--- config.mk ---
export PLATFORM = sky130hd
export DESIGN_NAME = stm_slot_tx
export DESIGN_NICKNAME = d
export VERILOG_FILES = /design/src/stm_pkg.sv /design/src/stm_fifo.sv /design/src/stm_slot_tx.sv
export SDC_FILE = /design/constraint.sdc
export NUM_CORES = 2
export LEC_CHECK = 0
export BUFFER_PORTS_ARGS = -buffer_cell sky130_fd_sc_hd__buf_2
export CAP_MARGIN = 20
export CORE_UTILIZATION = 60
export CTS_CLUSTER_SIZE = 28
export DETAILED_ROUTE_END_ITERATION = 7
export MAX_ROUTING_LAYER = met4
export PLACE_DENSITY = 0.87
export SETUP_SLACK_MARGIN = 0.5
export SLEW_MARGIN = 20
export SYNTH_ARGS = -nofsm -noshare
export SYNTH_HDL_FRONTEND = slang
export SYNTH_HIERARCHICAL = 1
export SYNTH_SLANG_ARGS = --single-unit
--- constraint.sdc ---
create_clock -name clk_in -period 5.45 [get_ports clk_in]
set_clock_uncertainty 0.05 [all_clocks]
set_input_delay 0.2725 -clock clk_in [delete_from_list [all_inputs] [get_ports clk_in]]
set_output_delay 0.2725 -clock clk_in [all_outputs]
set_load 0.01 [all_outputs]
--- src/stm_pkg.sv ---
package stm_pkg;

    // ----------------------------------------
    // register map
    // ----------------------------------------
    localparam logic [7:0] ADDR_SLOT0_DELAY = 8'h1C;
    localparam logic [7:0] ADDR_PIN_SEL = 8'h1D;
    localparam logic [7:0] ADDR_CHAN2 = 8'h1F;
    localparam logic [7:0] ADDR_CHAN3 = 8'h20;

    localparam logic [7:0] RST_SLOT0_DELAY = 8'h00;
    localparam logic [7:0] RST_PIN_SEL = 8'h00;
    localparam logic [7:0] RST_CHAN2 = 8'h01;
    localparam logic [7:0] RST_CHAN3 = 8'h02;

    // ----------------------------------------
    // field positions
    // ----------------------------------------
    localparam int CHAN2_EN_BIT = 5;
    localparam int CHAN3_SRC_LSB = 5;
    localparam int SLOT_LSB = 0;
    localparam int SLOT_W = 5;
    localparam int DELAY_W = 5;
    localparam int PIN_SEL_CHAN2_BIT = 1;
    localparam int PIN_SEL_CHAN3_BIT = 2;

    // ----------------------------------------
    // encodings
    // ----------------------------------------
    localparam logic [1:0] SRC_OFF = 2'h0;
    localparam logic [1:0] SRC_ADC = 2'h1;
    localparam logic [1:0] SRC_VBAT = 2'h2;
    localparam logic [1:0] SRC_RSVD = 2'h3;

    localparam logic [1:0] FMT_TDM = 2'h0;
    localparam logic [1:0] FMT_I2S = 2'h1;
    localparam logic [1:0] FMT_LJ = 2'h2;

    // ----------------------------------------
    // sizes
    // ----------------------------------------
    localparam int SYNC_STAGES = 3;
    localparam int FIFO_DEPTH = 32;
    localparam int SLOT_BITS = 32;
    localparam int N_CHAN = 2;

    typedef struct packed {
        logic [1:0] source;
        logic [4:0] slot;
        logic pin_sel;
    } stm_chan_cfg_t;

endpackage : stm_pkg

--- src/stm_fifo.sv ---
`timescale 1ns/1ns
module stm_fifo #(
    parameter int WIDTH = 32,
    parameter int DEPTH = 32
) (
    // clock and reset
    input wire logic clk_in,
    input wire logic arst_n_in,
    // fill side
    input wire logic [WIDTH-1:0] wr_data_in,
    input wire logic wr_valid_in,
    output logic wr_ready_out,
    // drain side
    output logic [WIDTH-1:0] rd_data_out,
    output logic rd_valid_out,
    input wire logic rd_ready_in
);

    localparam int AW = $clog2(DEPTH);

    logic [WIDTH-1:0] mem [DEPTH];
    logic [AW-1:0] wr_ptr;
    logic [AW-1:0] rd_ptr;
    logic [AW:0] count;

    wire push = wr_valid_in && wr_ready_out;
    wire pop = rd_valid_out && rd_ready_in;
    wire [AW-1:0] next_wr_ptr = (wr_ptr == AW'(DEPTH - 1)) ? '0 : wr_ptr + 1'b1;
    wire [AW-1:0] next_rd_ptr = (rd_ptr == AW'(DEPTH - 1)) ? '0 : rd_ptr + 1'b1;

    assign wr_ready_out = (count != (AW + 1)'(DEPTH));
    assign rd_valid_out = (count != '0);
    assign rd_data_out = mem[rd_ptr];

    // ----------------------------------------
    // storage
    // ----------------------------------------
    always_ff @(posedge clk_in) begin
        if (push) begin
            mem[wr_ptr] <= wr_data_in;
        end
    end

    // ----------------------------------------
    // pointers
    // ----------------------------------------
    always_ff @(posedge clk_in or negedge arst_n_in) begin
        if (!arst_n_in) begin
            wr_ptr <= '0;
            rd_ptr <= '0;
            count <= '0;
        end else begin
            if (push) begin
                wr_ptr <= next_wr_ptr;
            end
            if (pop) begin
                rd_ptr <= next_rd_ptr;
            end
            if (push && !pop) begin
                count <= count + 1'b1;
            end else if (pop && !push) begin
                count <= count - 1'b1;
            end
        end
    end

endmodule : stm_fifo

--- src/stm_slot_tx.sv ---
`timescale 1ns/1ns
// Overview of operation
// - channel 2 stays off the data pins while its enable bit is 0 and sends adc channel 2 words in its slot when 1.
// - channel 3 source 0 is off, 1 sends adc channel 3, 2 sends battery-voltage words, 3 is reserved and kept off.
// - each channel has a five-bit slot field that in tdm format picks slot 0 to 31 directly.
// - in i2s or left-justified format slot values 0-15 are left-half slots and 16-31 right-half slots 0-15.
// - after reset channel 2 sits in slot 1 and channel 3 in slot 2, both disabled with pins released.
// - a per-channel select bit puts the channel on the primary data pin (0) or the second data pin (1).
// - a five-bit delay shifts the start of slot 0, and every slot after it, by 0 to 31 bit clocks.
module stm_slot_tx #(
    parameter int SLOT_BITS = stm_pkg::SLOT_BITS,
    parameter int FIFO_DEPTH = stm_pkg::FIFO_DEPTH
) (
    // clock and reset
    input wire logic clk_in,
    input wire logic arst_n_in,
    // register port
    input wire logic reg_wr_in,
    input wire logic reg_rd_in,
    input wire logic [7:0] reg_addr_in,
    input wire logic [7:0] reg_wdata_in,
    output logic [7:0] reg_rdata_out,
    // frame format
    input wire logic [1:0] fmt_in,
    // serial clock pins
    input wire logic bclk_in,
    input wire logic fsync_in,
    // sample streams
    input wire logic [SLOT_BITS-1:0] adc2_data_in,
    input wire logic adc2_valid_in,
    output logic adc2_ready_out,
    input wire logic [SLOT_BITS-1:0] adc3_data_in,
    input wire logic adc3_valid_in,
    output logic adc3_ready_out,
    input wire logic [SLOT_BITS-1:0] vbat_data_in,
    input wire logic vbat_valid_in,
    output logic vbat_ready_out,
    // data pins
    output logic serial_data_out_primary_out,
    output logic serial_data_out_primary_oe_out,
    output logic serial_data_out_second_out,
    output logic serial_data_out_second_oe_out
);

    localparam int LOG = $clog2(SLOT_BITS);
    localparam int CNT_W = $clog2(32 * SLOT_BITS + 64);
    localparam int N = stm_pkg::N_CHAN;
    localparam logic [CNT_W-1:0] CNT_MAX = '1;

    // ----------------------------------------
    // registers
    // ----------------------------------------
    logic sec_tx_chan2_enable;
    logic [4:0] sec_tx_chan2_slot;
    logic [1:0] sec_tx_chan3_source;
    logic [4:0] sec_tx_chan3_slot;
    logic [1:0] pin_sel;
    logic [4:0] sec_tx_slot0_delay;

    wire wr_chan2 = reg_wr_in && (reg_addr_in == stm_pkg::ADDR_CHAN2);
    wire wr_chan3 = reg_wr_in && (reg_addr_in == stm_pkg::ADDR_CHAN3);
    wire wr_pin_sel = reg_wr_in && (reg_addr_in == stm_pkg::ADDR_PIN_SEL);
    wire wr_delay = reg_wr_in && (reg_addr_in == stm_pkg::ADDR_SLOT0_DELAY);

    always_ff @(posedge clk_in or negedge arst_n_in) begin
        if (!arst_n_in) begin
            sec_tx_chan2_enable <= stm_pkg::RST_CHAN2[stm_pkg::CHAN2_EN_BIT];
            sec_tx_chan2_slot <= stm_pkg::RST_CHAN2[stm_pkg::SLOT_LSB +: stm_pkg::SLOT_W];
            sec_tx_chan3_source <= stm_pkg::RST_CHAN3[stm_pkg::CHAN3_SRC_LSB +: 2];
            sec_tx_chan3_slot <= stm_pkg::RST_CHAN3[stm_pkg::SLOT_LSB +: stm_pkg::SLOT_W];
            pin_sel <= stm_pkg::RST_PIN_SEL[stm_pkg::PIN_SEL_CHAN2_BIT +: 2];
            sec_tx_slot0_delay <= stm_pkg::RST_SLOT0_DELAY[stm_pkg::DELAY_W-1:0];
        end else begin
            if (wr_chan2) begin
                sec_tx_chan2_enable <= reg_wdata_in[stm_pkg::CHAN2_EN_BIT];
                sec_tx_chan2_slot <= reg_wdata_in[stm_pkg::SLOT_LSB +: stm_pkg::SLOT_W];
            end
            if (wr_chan3) begin
                sec_tx_chan3_source <= reg_wdata_in[stm_pkg::CHAN3_SRC_LSB +: 2];
                sec_tx_chan3_slot <= reg_wdata_in[stm_pkg::SLOT_LSB +: stm_pkg::SLOT_W];
            end
            if (wr_pin_sel) begin
                pin_sel <= reg_wdata_in[stm_pkg::PIN_SEL_CHAN2_BIT +: 2];
            end
            if (wr_delay) begin
                sec_tx_slot0_delay <= reg_wdata_in[stm_pkg::DELAY_W-1:0];
            end
        end
    end

    // reserved bits read as zero
    wire [7:0] rd_chan2 = {2'h0, sec_tx_chan2_enable, sec_tx_chan2_slot};
    wire [7:0] rd_chan3 = {1'h0, sec_tx_chan3_source, sec_tx_chan3_slot};
    wire [7:0] rd_pin_sel = {5'h00, pin_sel, 1'h0};
    wire [7:0] rd_delay = {3'h0, sec_tx_slot0_delay};
    wire [7:0] rd_word = (reg_addr_in == stm_pkg::ADDR_CHAN2) ? rd_chan2 :
                         (reg_addr_in == stm_pkg::ADDR_CHAN3) ? rd_chan3 :
                         (reg_addr_in == stm_pkg::ADDR_PIN_SEL) ? rd_pin_sel :
                         (reg_addr_in == stm_pkg::ADDR_SLOT0_DELAY) ? rd_delay : 8'h00;

    always_ff @(posedge clk_in or negedge arst_n_in) begin
        if (!arst_n_in) begin
            reg_rdata_out <= 8'h00;
        end else if (reg_rd_in) begin
            reg_rdata_out <= rd_word;
        end
    end

    stm_pkg::stm_chan_cfg_t cfg [N];
    assign cfg[0] = '{source: {1'b0, sec_tx_chan2_enable}, slot: sec_tx_chan2_slot, pin_sel: pin_sel[0]};
    assign cfg[1] = '{source: sec_tx_chan3_source, slot: sec_tx_chan3_slot, pin_sel: pin_sel[1]};

    // ----------------------------------------
    // pin synchronisers and frame timing
    // ----------------------------------------
    logic [stm_pkg::SYNC_STAGES-1:0] bclk_sync;
    logic [stm_pkg::SYNC_STAGES-1:0] fs_sync;
    logic bclk_lvl;
    logic fs_lvl;
    logic bclk_prev;
    logic fs_prev;
    logic half;
    logic [CNT_W-1:0] bit_cnt;

    always_ff @(posedge clk_in or negedge arst_n_in) begin
        if (!arst_n_in) begin
            bclk_sync <= '0;
            fs_sync <= '0;
            bclk_lvl <= 1'b0;
            fs_lvl <= 1'b0;
            bclk_prev <= 1'b0;
        end else begin
            bclk_sync <= {bclk_sync[1:0], bclk_in};
            fs_sync <= {fs_sync[1:0], fsync_in};
            if (bclk_sync[1] == bclk_sync[2]) begin
                bclk_lvl <= bclk_sync[2];
            end
            if (fs_sync[1] == fs_sync[2]) begin
                fs_lvl <= fs_sync[2];
            end
            bclk_prev <= bclk_lvl;
        end
    end

    wire rise_ev = bclk_lvl && !bclk_prev;
    wire fall_ev = !bclk_lvl && bclk_prev;
    wire is_tdm = (fmt_in == stm_pkg::FMT_TDM);
    wire is_i2s = (fmt_in == stm_pkg::FMT_I2S);
    wire frame_start = is_tdm ? (fs_lvl && !fs_prev) : (fs_lvl != fs_prev);
    wire next_half = is_tdm ? 1'b0 : (is_i2s ? fs_lvl : !fs_lvl);

    always_ff @(posedge clk_in or negedge arst_n_in) begin
        if (!arst_n_in) begin
            fs_prev <= 1'b0;
            half <= 1'b0;
            bit_cnt <= '1;
        end else if (rise_ev) begin
            fs_prev <= fs_lvl;
            if (frame_start) begin
                half <= next_half;
                bit_cnt <= '0;
            end else if (bit_cnt != CNT_MAX) begin
                bit_cnt <= bit_cnt + 1'b1;
            end
        end
    end

    // slot position after the slot 0 delay and the i2s one-bit lag
    wire [CNT_W-1:0] lead = CNT_W'(sec_tx_slot0_delay) + CNT_W'(is_i2s);
    wire pos_ok = (bit_cnt >= lead);
    wire [CNT_W-1:0] pos = bit_cnt - lead;
    wire [CNT_W-1:0] slot_idx = pos >> LOG;
    wire slot_first = (pos[LOG-1:0] == '0);

    // ----------------------------------------
    // channel source muxing into the fifos
    // ----------------------------------------
    logic [SLOT_BITS-1:0] fifo_wdata [N];
    logic [N-1:0] fifo_wvalid;
    logic [N-1:0] fifo_wready;
    wire ch3_adc = (sec_tx_chan3_source == stm_pkg::SRC_ADC);
    wire ch3_vbat = (sec_tx_chan3_source == stm_pkg::SRC_VBAT);

    assign fifo_wdata[0] = adc2_data_in;
    assign fifo_wvalid[0] = adc2_valid_in && sec_tx_chan2_enable;
    assign adc2_ready_out = fifo_wready[0] && sec_tx_chan2_enable;
    assign fifo_wdata[1] = ch3_vbat ? vbat_data_in : adc3_data_in;
    assign fifo_wvalid[1] = (ch3_adc && adc3_valid_in) || (ch3_vbat && vbat_valid_in);
    assign adc3_ready_out = ch3_adc && fifo_wready[1];
    assign vbat_ready_out = ch3_vbat && fifo_wready[1];

    // ----------------------------------------
    // per-channel slot shifters
    // ----------------------------------------
    logic [N-1:0] chan_on;
    logic [N-1:0] chan_match;
    logic [N-1:0] chan_pop;
    logic [N-1:0] chan_drive;
    logic [N-1:0] next_bit;
    logic [SLOT_BITS-1:0] shreg [N];

    for (genvar i = 0; i < N; i++) begin : g_chan
        logic [SLOT_BITS-1:0] rd_data;
        logic rd_valid;
        logic [SLOT_BITS-1:0] next_sh;
        logic slot_hit;

        stm_fifo #(
            .WIDTH(SLOT_BITS),
            .DEPTH(FIFO_DEPTH)
        ) u_fifo (
            .clk_in(clk_in),
            .arst_n_in(arst_n_in),
            .wr_data_in(fifo_wdata[i]),
            .wr_valid_in(fifo_wvalid[i]),
            .wr_ready_out(fifo_wready[i]),
            .rd_data_out(rd_data),
            .rd_valid_out(rd_valid),
            .rd_ready_in(chan_pop[i])
        );

        // reserved source code stays off
        assign chan_on[i] = (cfg[i].source == stm_pkg::SRC_ADC) || (cfg[i].source == stm_pkg::SRC_VBAT);
        assign slot_hit = is_tdm ? (slot_idx == CNT_W'(cfg[i].slot)) :
                          ((half == cfg[i].slot[4]) && (slot_idx == CNT_W'(cfg[i].slot[3:0])));
        assign chan_match[i] = chan_on[i] && pos_ok && slot_hit;
        assign chan_pop[i] = fall_ev && chan_match[i] && slot_first;
        assign next_sh = !chan_match[i] ? shreg[i] :
                         slot_first ? (rd_valid ? rd_data : '0) : {shreg[i][SLOT_BITS-2:0], 1'b0};
        assign next_bit[i] = next_sh[SLOT_BITS-1];

        always_ff @(posedge clk_in or negedge arst_n_in) begin
            if (!arst_n_in) begin
                shreg[i] <= '0;
                chan_drive[i] <= 1'b0;
            end else if (fall_ev) begin
                shreg[i] <= next_sh;
                chan_drive[i] <= chan_match[i];
            end
        end
    end

    // ----------------------------------------
    // pin drive, channel 2 wins a clash
    // ----------------------------------------
    wire [N-1:0] on_primary = chan_match & ~{cfg[1].pin_sel, cfg[0].pin_sel};
    wire [N-1:0] on_second = chan_match & {cfg[1].pin_sel, cfg[0].pin_sel};
    wire next_primary = on_primary[0] ? next_bit[0] : next_bit[1];
    wire next_second = on_second[0] ? next_bit[0] : next_bit[1];

    always_ff @(posedge clk_in or negedge arst_n_in) begin
        if (!arst_n_in) begin
            serial_data_out_primary_out <= 1'b0;
            serial_data_out_primary_oe_out <= 1'b0;
            serial_data_out_second_out <= 1'b0;
            serial_data_out_second_oe_out <= 1'b0;
        end else if (fall_ev) begin
            serial_data_out_primary_out <= (|on_primary) && next_primary;
            serial_data_out_primary_oe_out <= |on_primary;
            serial_data_out_second_out <= (|on_second) && next_second;
            serial_data_out_second_oe_out <= |on_second;
        end
    end
endmodule : stm_slot_tx

## Yosys cells after proc, flatten, opt, wreduce, memory -nomap -nowiden

Memories as Yosys holds them, arrays and structs flattened.
Cells that the tools add are included.
W data, S select, Z words.

- Register bits: 150
- RAM bits: 2048
- Bits of input ports: 123
- Output and inout bits: 15
- Logic and storage cells: 157
- Memories: 2

Memory list:

| name | words | width | read ports | clocked after memory_dff | write ports | RTL line | source |
|---|---|---|---|---|---|---|---|
| g_chan[0].u_fifo.mem | 32 | 32 | 1 | 0 | 1 | stm_fifo.sv:21 | `logic [WIDTH-1:0] mem [DEPTH];` |
| g_chan[1].u_fifo.mem | 32 | 32 | 1 | 0 | 1 | stm_fifo.sv:21 |  |

- Add/subtract/negate cells: 11
- $lt $le $gt $ge: 1
- Equality and inequality tests: 23
- Multiplexer cells: 32
- Bitwise logic cells: 3
- Reductions and logical operators: 56

Operator list:

| kind | number |
|---|---|
| $mux W32 | 7 |
| $logic_and A1 B1 Y1 | 33 |
| $mux W5 | 6 |
| $eq A8 B5 Y1 const B | 3 |
| $mux W6 | 4 |
| $mux W11 | 2 |
| $add A5 B1 Y5 const B | 4 |
| $eq A5 B5 Y1 const B | 4 |
| $mux W7 | 2 |
| $add A6 B1 Y6 const B | 2 |
| $eq A6 B4 Y1 | 2 |
| $eq A6 B5 Y1 | 2 |
| $ne A6 B6 Y1 const B | 2 |
| $reduce_bool A6 Y1 | 2 |
| $sub A6 B1 Y6 const B | 2 |
| $add A11 B1 Y11 const B | 1 |
| $ge A11 B6 Y1 | 1 |
| $mux W1 | 11 |
| $ne A11 B11 Y1 const B | 1 |
| $sub A11 B6 Y11 | 1 |
| $eq A8 B6 Y1 const B | 1 |
| $logic_not A1 Y1 | 8 |
| $reduce_and A2 Y1 | 4 |
| $add A5 B1 Y6 | 1 |
| 11 further kinds | 20 |

## Longest topological paths before layout

- Depth after elaboration: 13
- Gate-level depth with buffers: 24
- Depth with buffers taken out: 22

## Hierarchy

Netlist, hierarchy kept.

Modules (own cells, without submodules):

| module | instances | cells each | area an instance (um2) | sequential area each (um2) |
|---|---|---|---|---|
| stm_fifo | 2 | 1826 | 39763.1 | 31149.9 |
| stm_slot_tx | 1 | 690 | 6672.6 | 2894.0 |

## Least setup slack after synthesis

OpenSTA, ideal clock, no wires.

- Path kind: input port to flip-flop
- From: in fmt_in[0]
- To: reg g_chan[1].u_fifo.count[5]
- Data arrival time: 4.832 ns
- Setup slack: 0.482 ns
- Stages on the path: 23
- Buffers on the path: 2
- Path through: nor2b_1 -> ha_1 -> ha_1 -> inv_1 -> ha_1 -> nor2b_1 -> o31a_1 -> o41ai_4 -> and2_1 -> mux2_2 -> nor4_2 -> and3_1 -> buf_4 -> buf_6 -> and2_1 -> o31ai_4 -> ha_1 -> inv_1 -> ha_1 -> a211oi_1 -> a21oi_1 -> o21a_1 -> nor3_1

- Longest elaborated chain between the ends: 13
- Elaborated cells between the ends (all ways): 20
- Those cells by class: add/sub (2); order compare (1); eq/ne (3); mux (2); reduce/logical (12)

RTL lines:

| item | RTL line | source |
|---|---|---|
| from (decl) | stm_slot_tx.sv:24 | `input wire logic [1:0] fmt_in,` |
| $eq A2 B1 Y1 | stm_slot_tx.sv:148 | `wire is_i2s = (fmt_in == stm_pkg::FMT_I2S);` |
| $add A5 B1 Y6 | stm_slot_tx.sv:169 | `wire [CNT_W-1:0] lead = CNT_W'(sec_tx_slot0_delay) + CNT_W'(is_i2s);` |
| $sub A11 B6 Y11 | stm_slot_tx.sv:171 | `wire [CNT_W-1:0] pos = bit_cnt - lead;` |
| $eq A6 B4 Y1 | stm_slot_tx.sv:225 | `((half == cfg[i].slot[4]) && (slot_idx == CNT_W'(cfg[i].slot[3:0])));` |
| $logic_and A1 B1 Y1 | stm_slot_tx.sv:225 |  |
| $mux W1 | stm_slot_tx.sv:224 | `assign slot_hit = is_tdm ? (slot_idx == CNT_W'(cfg[i].slot)) :` |
| $logic_and A1 B1 Y1 | stm_slot_tx.sv:226 | `assign chan_match[i] = chan_on[i] && pos_ok && slot_hit;` |
| $logic_and A1 B1 Y1 | stm_slot_tx.sv:227 | `assign chan_pop[i] = fall_ev && chan_match[i] && slot_first;` |
| $logic_and A1 B1 Y1 (*) | stm_slot_tx.sv:227 |  |
| via chan_pop[1] | stm_slot_tx.sv:197 | `logic [N-1:0] chan_pop;` |
| $logic_and A1 B1 Y1 (*) | stm_fifo.sv:27 | `wire pop = rd_valid_out && rd_ready_in;` |
| $logic_not A1 Y1 | stm_fifo.sv:59 | `if (push && !pop) begin` |
| $logic_and A1 B1 Y1 | stm_fifo.sv:59 |  |
| $mux W6 / $reduce_bool A2 Y1 (equally long branches) | n/a |  |
| to (signal assigned) | stm_fifo.sv:60 | `count <= count + 1'b1;` |
| to (signal assigned) | stm_fifo.sv:62 | `count <= count - 1'b1;` |
| to (decl) | stm_fifo.sv:24 | `logic [AW:0] count;` |

The timed path passes the listed nets; every way through them passes the cells marked *.
A chain may end at the register's enable or synchronous reset.

## Final worst setup path

- From: reg sec_tx_slot0_delay[0]
- To: reg g_chan[1].u_fifo.count[5]

- Longest elaborated chain between the ends: 12
- Elaborated cells between the ends (all ways): 18
- Those cells by class: add/sub (2); order compare (1); eq/ne (2); mux (2); reduce/logical (11)

RTL lines:

| item | RTL line | source |
|---|---|---|
| from (decl) | stm_slot_tx.sv:58 | `logic [4:0] sec_tx_slot0_delay;` |
| from (signal assigned) | stm_slot_tx.sv:72 | `sec_tx_slot0_delay <= stm_pkg::RST_SLOT0_DELAY[stm_pkg::DELAY_W-1:0];` |
| from (signal assigned) | stm_slot_tx.sv:86 | `sec_tx_slot0_delay <= reg_wdata_in[stm_pkg::DELAY_W-1:0];` |
| $add A5 B1 Y6 (*) | stm_slot_tx.sv:169 |  |
| $sub A11 B6 Y11 | stm_slot_tx.sv:171 |  |
| $eq A6 B4 Y1 | stm_slot_tx.sv:225 |  |
| $logic_and A1 B1 Y1 | stm_slot_tx.sv:225 |  |
| $mux W1 | stm_slot_tx.sv:224 |  |
| $logic_and A1 B1 Y1 | stm_slot_tx.sv:226 |  |
| $logic_and A1 B1 Y1 | stm_slot_tx.sv:227 |  |
| $logic_and A1 B1 Y1 (*) | stm_slot_tx.sv:227 |  |
| via chan_pop[1] | stm_slot_tx.sv:197 |  |
| $logic_and A1 B1 Y1 (*) | stm_fifo.sv:27 |  |
| $logic_not A1 Y1 | stm_fifo.sv:59 |  |
| $logic_and A1 B1 Y1 | stm_fifo.sv:59 |  |
| $mux W6 / $reduce_bool A2 Y1 (equally long branches) | n/a |  |

Marked as above.

==> flow_metrics.py <==
metrics = {
    "status": {
        "status": "completed",
    },
    "yosys": {
        "synth_seq_cells": 2195,
        "synth_edf_count": 2048,
        "avgSynthCellArea_um2": 19.9,
        "synth_flop_cell": "edfxtp_1",
        "synth_area_um2": 86200,
        "synthTopCellsByArea": "edfxtp_1 (71%), mux4_2 (10%), dfrtp_1 (3.9%)",
        "synth_top_cell_by_area": "edfxtp_1",
        "synth_mux_area_frac": 0.146,
        "yosys.area_share.simple": 0.0226,
        "yosysUniqueCellTypes": 72,
        "async_flop_share": 0.0670,
        "synth_top_area_share": 0.713,
        "synth_top_family_by_area": "multiplexers",
        "synth-xor-area-share": 0.00295,
        "ys_warn_count": 6,
        "synth_adder_area_share": 0.00636,
        "syn_inst": 4342,
        "ys_seq_area_frac": 0.756,
        "synth_compound_area_frac": 0.0494,
        "synth_nets": 4506,
    },
    "cts": {
        "cts_buffers": 202,
        "clk_transition_reported_paths_ps": 60,
        "htreeDepth": 4,
        "insertion_delay_ps": 850,
        "root_buffer": "clkbuf_16",
        "cts_tree": "done",
        "cts_buffer_depth": 3,
        "cts_sinks": 2195,
    },
    "die": {
        "dieWidth_um": 381,
        "core-area_um2": 142000,
        "start_util": 0.607,
        "dieArea_um2": 145000,
        "die_h_um": 381,
        "io-pin-count": 138,
        "rows": 138,
    },
    "global_routing": {
        "groute.usage.overall": 0.341,
        "grt_overflow": 0,
        "antenna_found_initial": 10,
        "grt_first_pass_wirelength_mm": 343,
        "first_global_vias": 50002,
        "grt_max_degree": 108,
    },
    "sta": {
        "rsz0062_at_grt": "false",
        "slew_headroom": 0.196,
        "finalCritPeriodShare": 0.874,
        "finalHoldViolCount": 0,
        "fin_crit_ps": 4760,
        "fin_hold_ws_ps": 92.4,
        "timing.fmax_ghz": 0.210,
        "setup_ws_ps": 685,
        "worst_pin_slew_ps": 1200,
        "finalSetupViolCount": 0,
        "slew_violations": 0,
    },
    "setup_path": {
        "r2r_slack_ps": 690,
        "required_ps": 6170,
        "cp.arrival_ps": 5480,
        "rr_startpoint": "sec_tx_slot0_delay[0]",
        "cp-startpoint": "sec_tx_slot0_delay[0]",
        "crit_chain": "ha_1, ha_1, inv_1, ha_1, nor2b_1, o31a_1, o41ai_4, and2_4, mux2_2, nor4_4, and3_4, and2_4, o31ai_4, ha_4, inv_2, ha_1, a211oi_2, a21oi_1, o21a_1, nor3_1",
        "crit_slowest_cell": "dfrtp_1",
        "critical_path_class": "flop to flop",
        "worstSetupStartpointType": "flop",
        "path_common_cell": "ha_1",
        "cpPeakStageDelay_ps": 410,
        "end_kind": "flop",
        "crit_path_max_fanout": 6,
    },
    "routing": {
        "drt-total-wl_mm": 241,
        "drcViolationCount": 0,
        "routed-via-count": 48897,
        "postRouteAntennaNets": 0,
        "wl_per_cell_um": 36.0,
        "first_pass_iters": 6,
        "viasPerCell": 7.31,
        "drt-initial-drc-count": 8137,
    },
    "cells_and_area": {
        "area_growth_pct": 12.7,
        "fin_nets": 4774,
        "drive_above_1_share": 0.248,
    },
    "placed_design": {
        "portBuffers": 135,
        "gp_congestion": 0.832,
        "preCtsSetupSlack_ps": -72.1,
        "dpl.hpwl_mm": 117,
    },
    "power": {
        "power_density_nw_per_um2": 372,
        "p_leak_uw": 0.0307,
        "peakVddDrop_mv": 0.477,
    },
    "run": {
        "cap_violations": 0,
    },
    "min_path": {
        "min-delay-path-class": "primary input to flop",
        "hold_start": "vbat_valid_in",
    },
}
-- cells by family after synthesis --
group | Yosys count
adders and majority gates | 43
buffers and inverters | 285
muxes | 761
xor gates and xnor gates | 29
and+or+nand+nor | 419
DFF | 2195
other | 1
AOI/OAI and AO/OA | 609
-- power by group --
part / leakage, µW / switching [µW] / internal (µW)
clock: 0.00329 / 6380 / 8060
combinational: 0.00706 / 1910 / 1030
sequential: 0.0203 / 193 / 18600
-- layout by cell type (no fill, tap or decap), drive strengths merged, types with 24 or more instances in the layout --
| cell | Yosys | routed |
|---|---|---|
| a21oi | 143 | 143 |
| a22oi | 187 | 187 |
| buf | 121 | 255 |
| clkbuf | 131 | 267 |
| clkinv | 0 | 81 |
| dfrtp | 134 | 134 |
| dlygate4sd3 | 0 | 61 |
| edfxtp | 2048 | 2048 |
| ha | 39 | 39 |
| inv | 33 | 40 |
| mux2 | 120 | 120 |
| mux2i | 255 | 255 |
| mux4 | 386 | 386 |
| nand2 | 176 | 176 |
| nand3 | 24 | 24 |
| nor2 | 115 | 115 |
| o21ai | 90 | 90 |
| o221ai | 124 | 124 |
-- layout make-up --
cell class | count | area [µm²]
Clock inverter | 111 | 1200
Antenna cell | 13 | 32.5
Fill cell | 7672 | 45000
Sequential cell | 2195 | 65200
Inverter | 33 | 124
Multi-Input combinational cell | 1862 | 20300
Tap cell | 1890 | 2360
Clock buffer | 267 | 5540
Timing Repair Buffer | 316 | 2360
-- path summary, 6_finish.rpt --
check | end | cells after the start
max | g_chan[1].u_fifo/count[5] | 20
min | g_chan[1].u_fifo/wr_ptr[4] | 5
max reg2reg | g_chan[1].u_fifo/count[5] | 20
min reg2reg | bclk_sync[1] | 0
max in group asynchronous | shreg[26] | 4
min in group asynchronous | reg_rdata_out[1] | 3
-- sequential cells by signal, indices dropped and copies added, names as in the netlist, 7 cells and up --
name and flops:
g_chan.u_fifo/mem 2048, g_chan.u_fifo/count 12, bit_cnt 11, g_chan.u_fifo/wr_ptr 10, shreg 62, reg_rdata_out 7
g_chan.u_fifo/rd_ptr 10
-- critical path, delay by kind of cell (launching register included) --
family,cells,cell delay (ps)
compound gates,6,1190
simple gates,6,1280
buf+inv,2,140
fa+ha+maj,5,1230
flops,1,410
mux,1,350
-- cell usage after synthesis, drive strengths merged (4+ instances only) --
cell type  number
nor4            8
a22oi         187
mux2i         255
nor3            9
nand2         176
a21oi         143
and2            7
a222oi          5
nor2b          16
a31oi           9
o21ai          90
o221ai        124
dfstp          13
buf           121
or3b            4
clkbuf        131
edfxtp       2048
o31ai           8
dfrtp         134
nand3b         14
ha             39
xnor2          11
inv            33
and3           11
a211oi          4
o21a            4
or4             7
xor2           18
o22ai           4
nor3b           6
mux2          120
or3             7
a221o           6
nand3          24
nand4           4
nor2          115
a21o            4
mux4          386
a2111oi         4
-- per-stage QoR --
step | power [µW] | util | std cells | TNS [ps] | area, µm²
6_report | 36100 | 0.684 | 6687 | 0 | 97100
5_1_grt | 36900 | 0.683 | 6684 | 0 | 97100
3_5_place_dp | 21800 | 0.630 | 6229 | -77.7 | 89600
2_1_floorplan | 20900 | - | 4342 | 0 | 86200
4_1_cts | 36100 | 0.682 | 6669 | 0 | 97000
3_3_place_gp | 21600 | 0.630 | 6229 | 0 | 89600
-- routing by layer --
| metal | track usage | vias up | wire length (µm) |
|---|---|---|---|
| met3 | 0.0825 | 1170 | 33500 |
| met4 | 0.199 | 0 | 16600 |
| met5 | - | - | 0 |
| li1 | - | 18468 | - |
| met2 | 0.531 | 5007 | 116000 |
| met1 | 0.410 | 24252 | 74700 |
-- timing repair --
item                                     CTS  global route
pin swaps                                  1             6
gates cloned                               0             0
endpoints found under the setup margin     5             6
hold endpoints to repair                1137             0
resized for setup                          4            16
setup buffers                              1             3
hold buffers                              61             0
(Power assumes the default switching activity.)
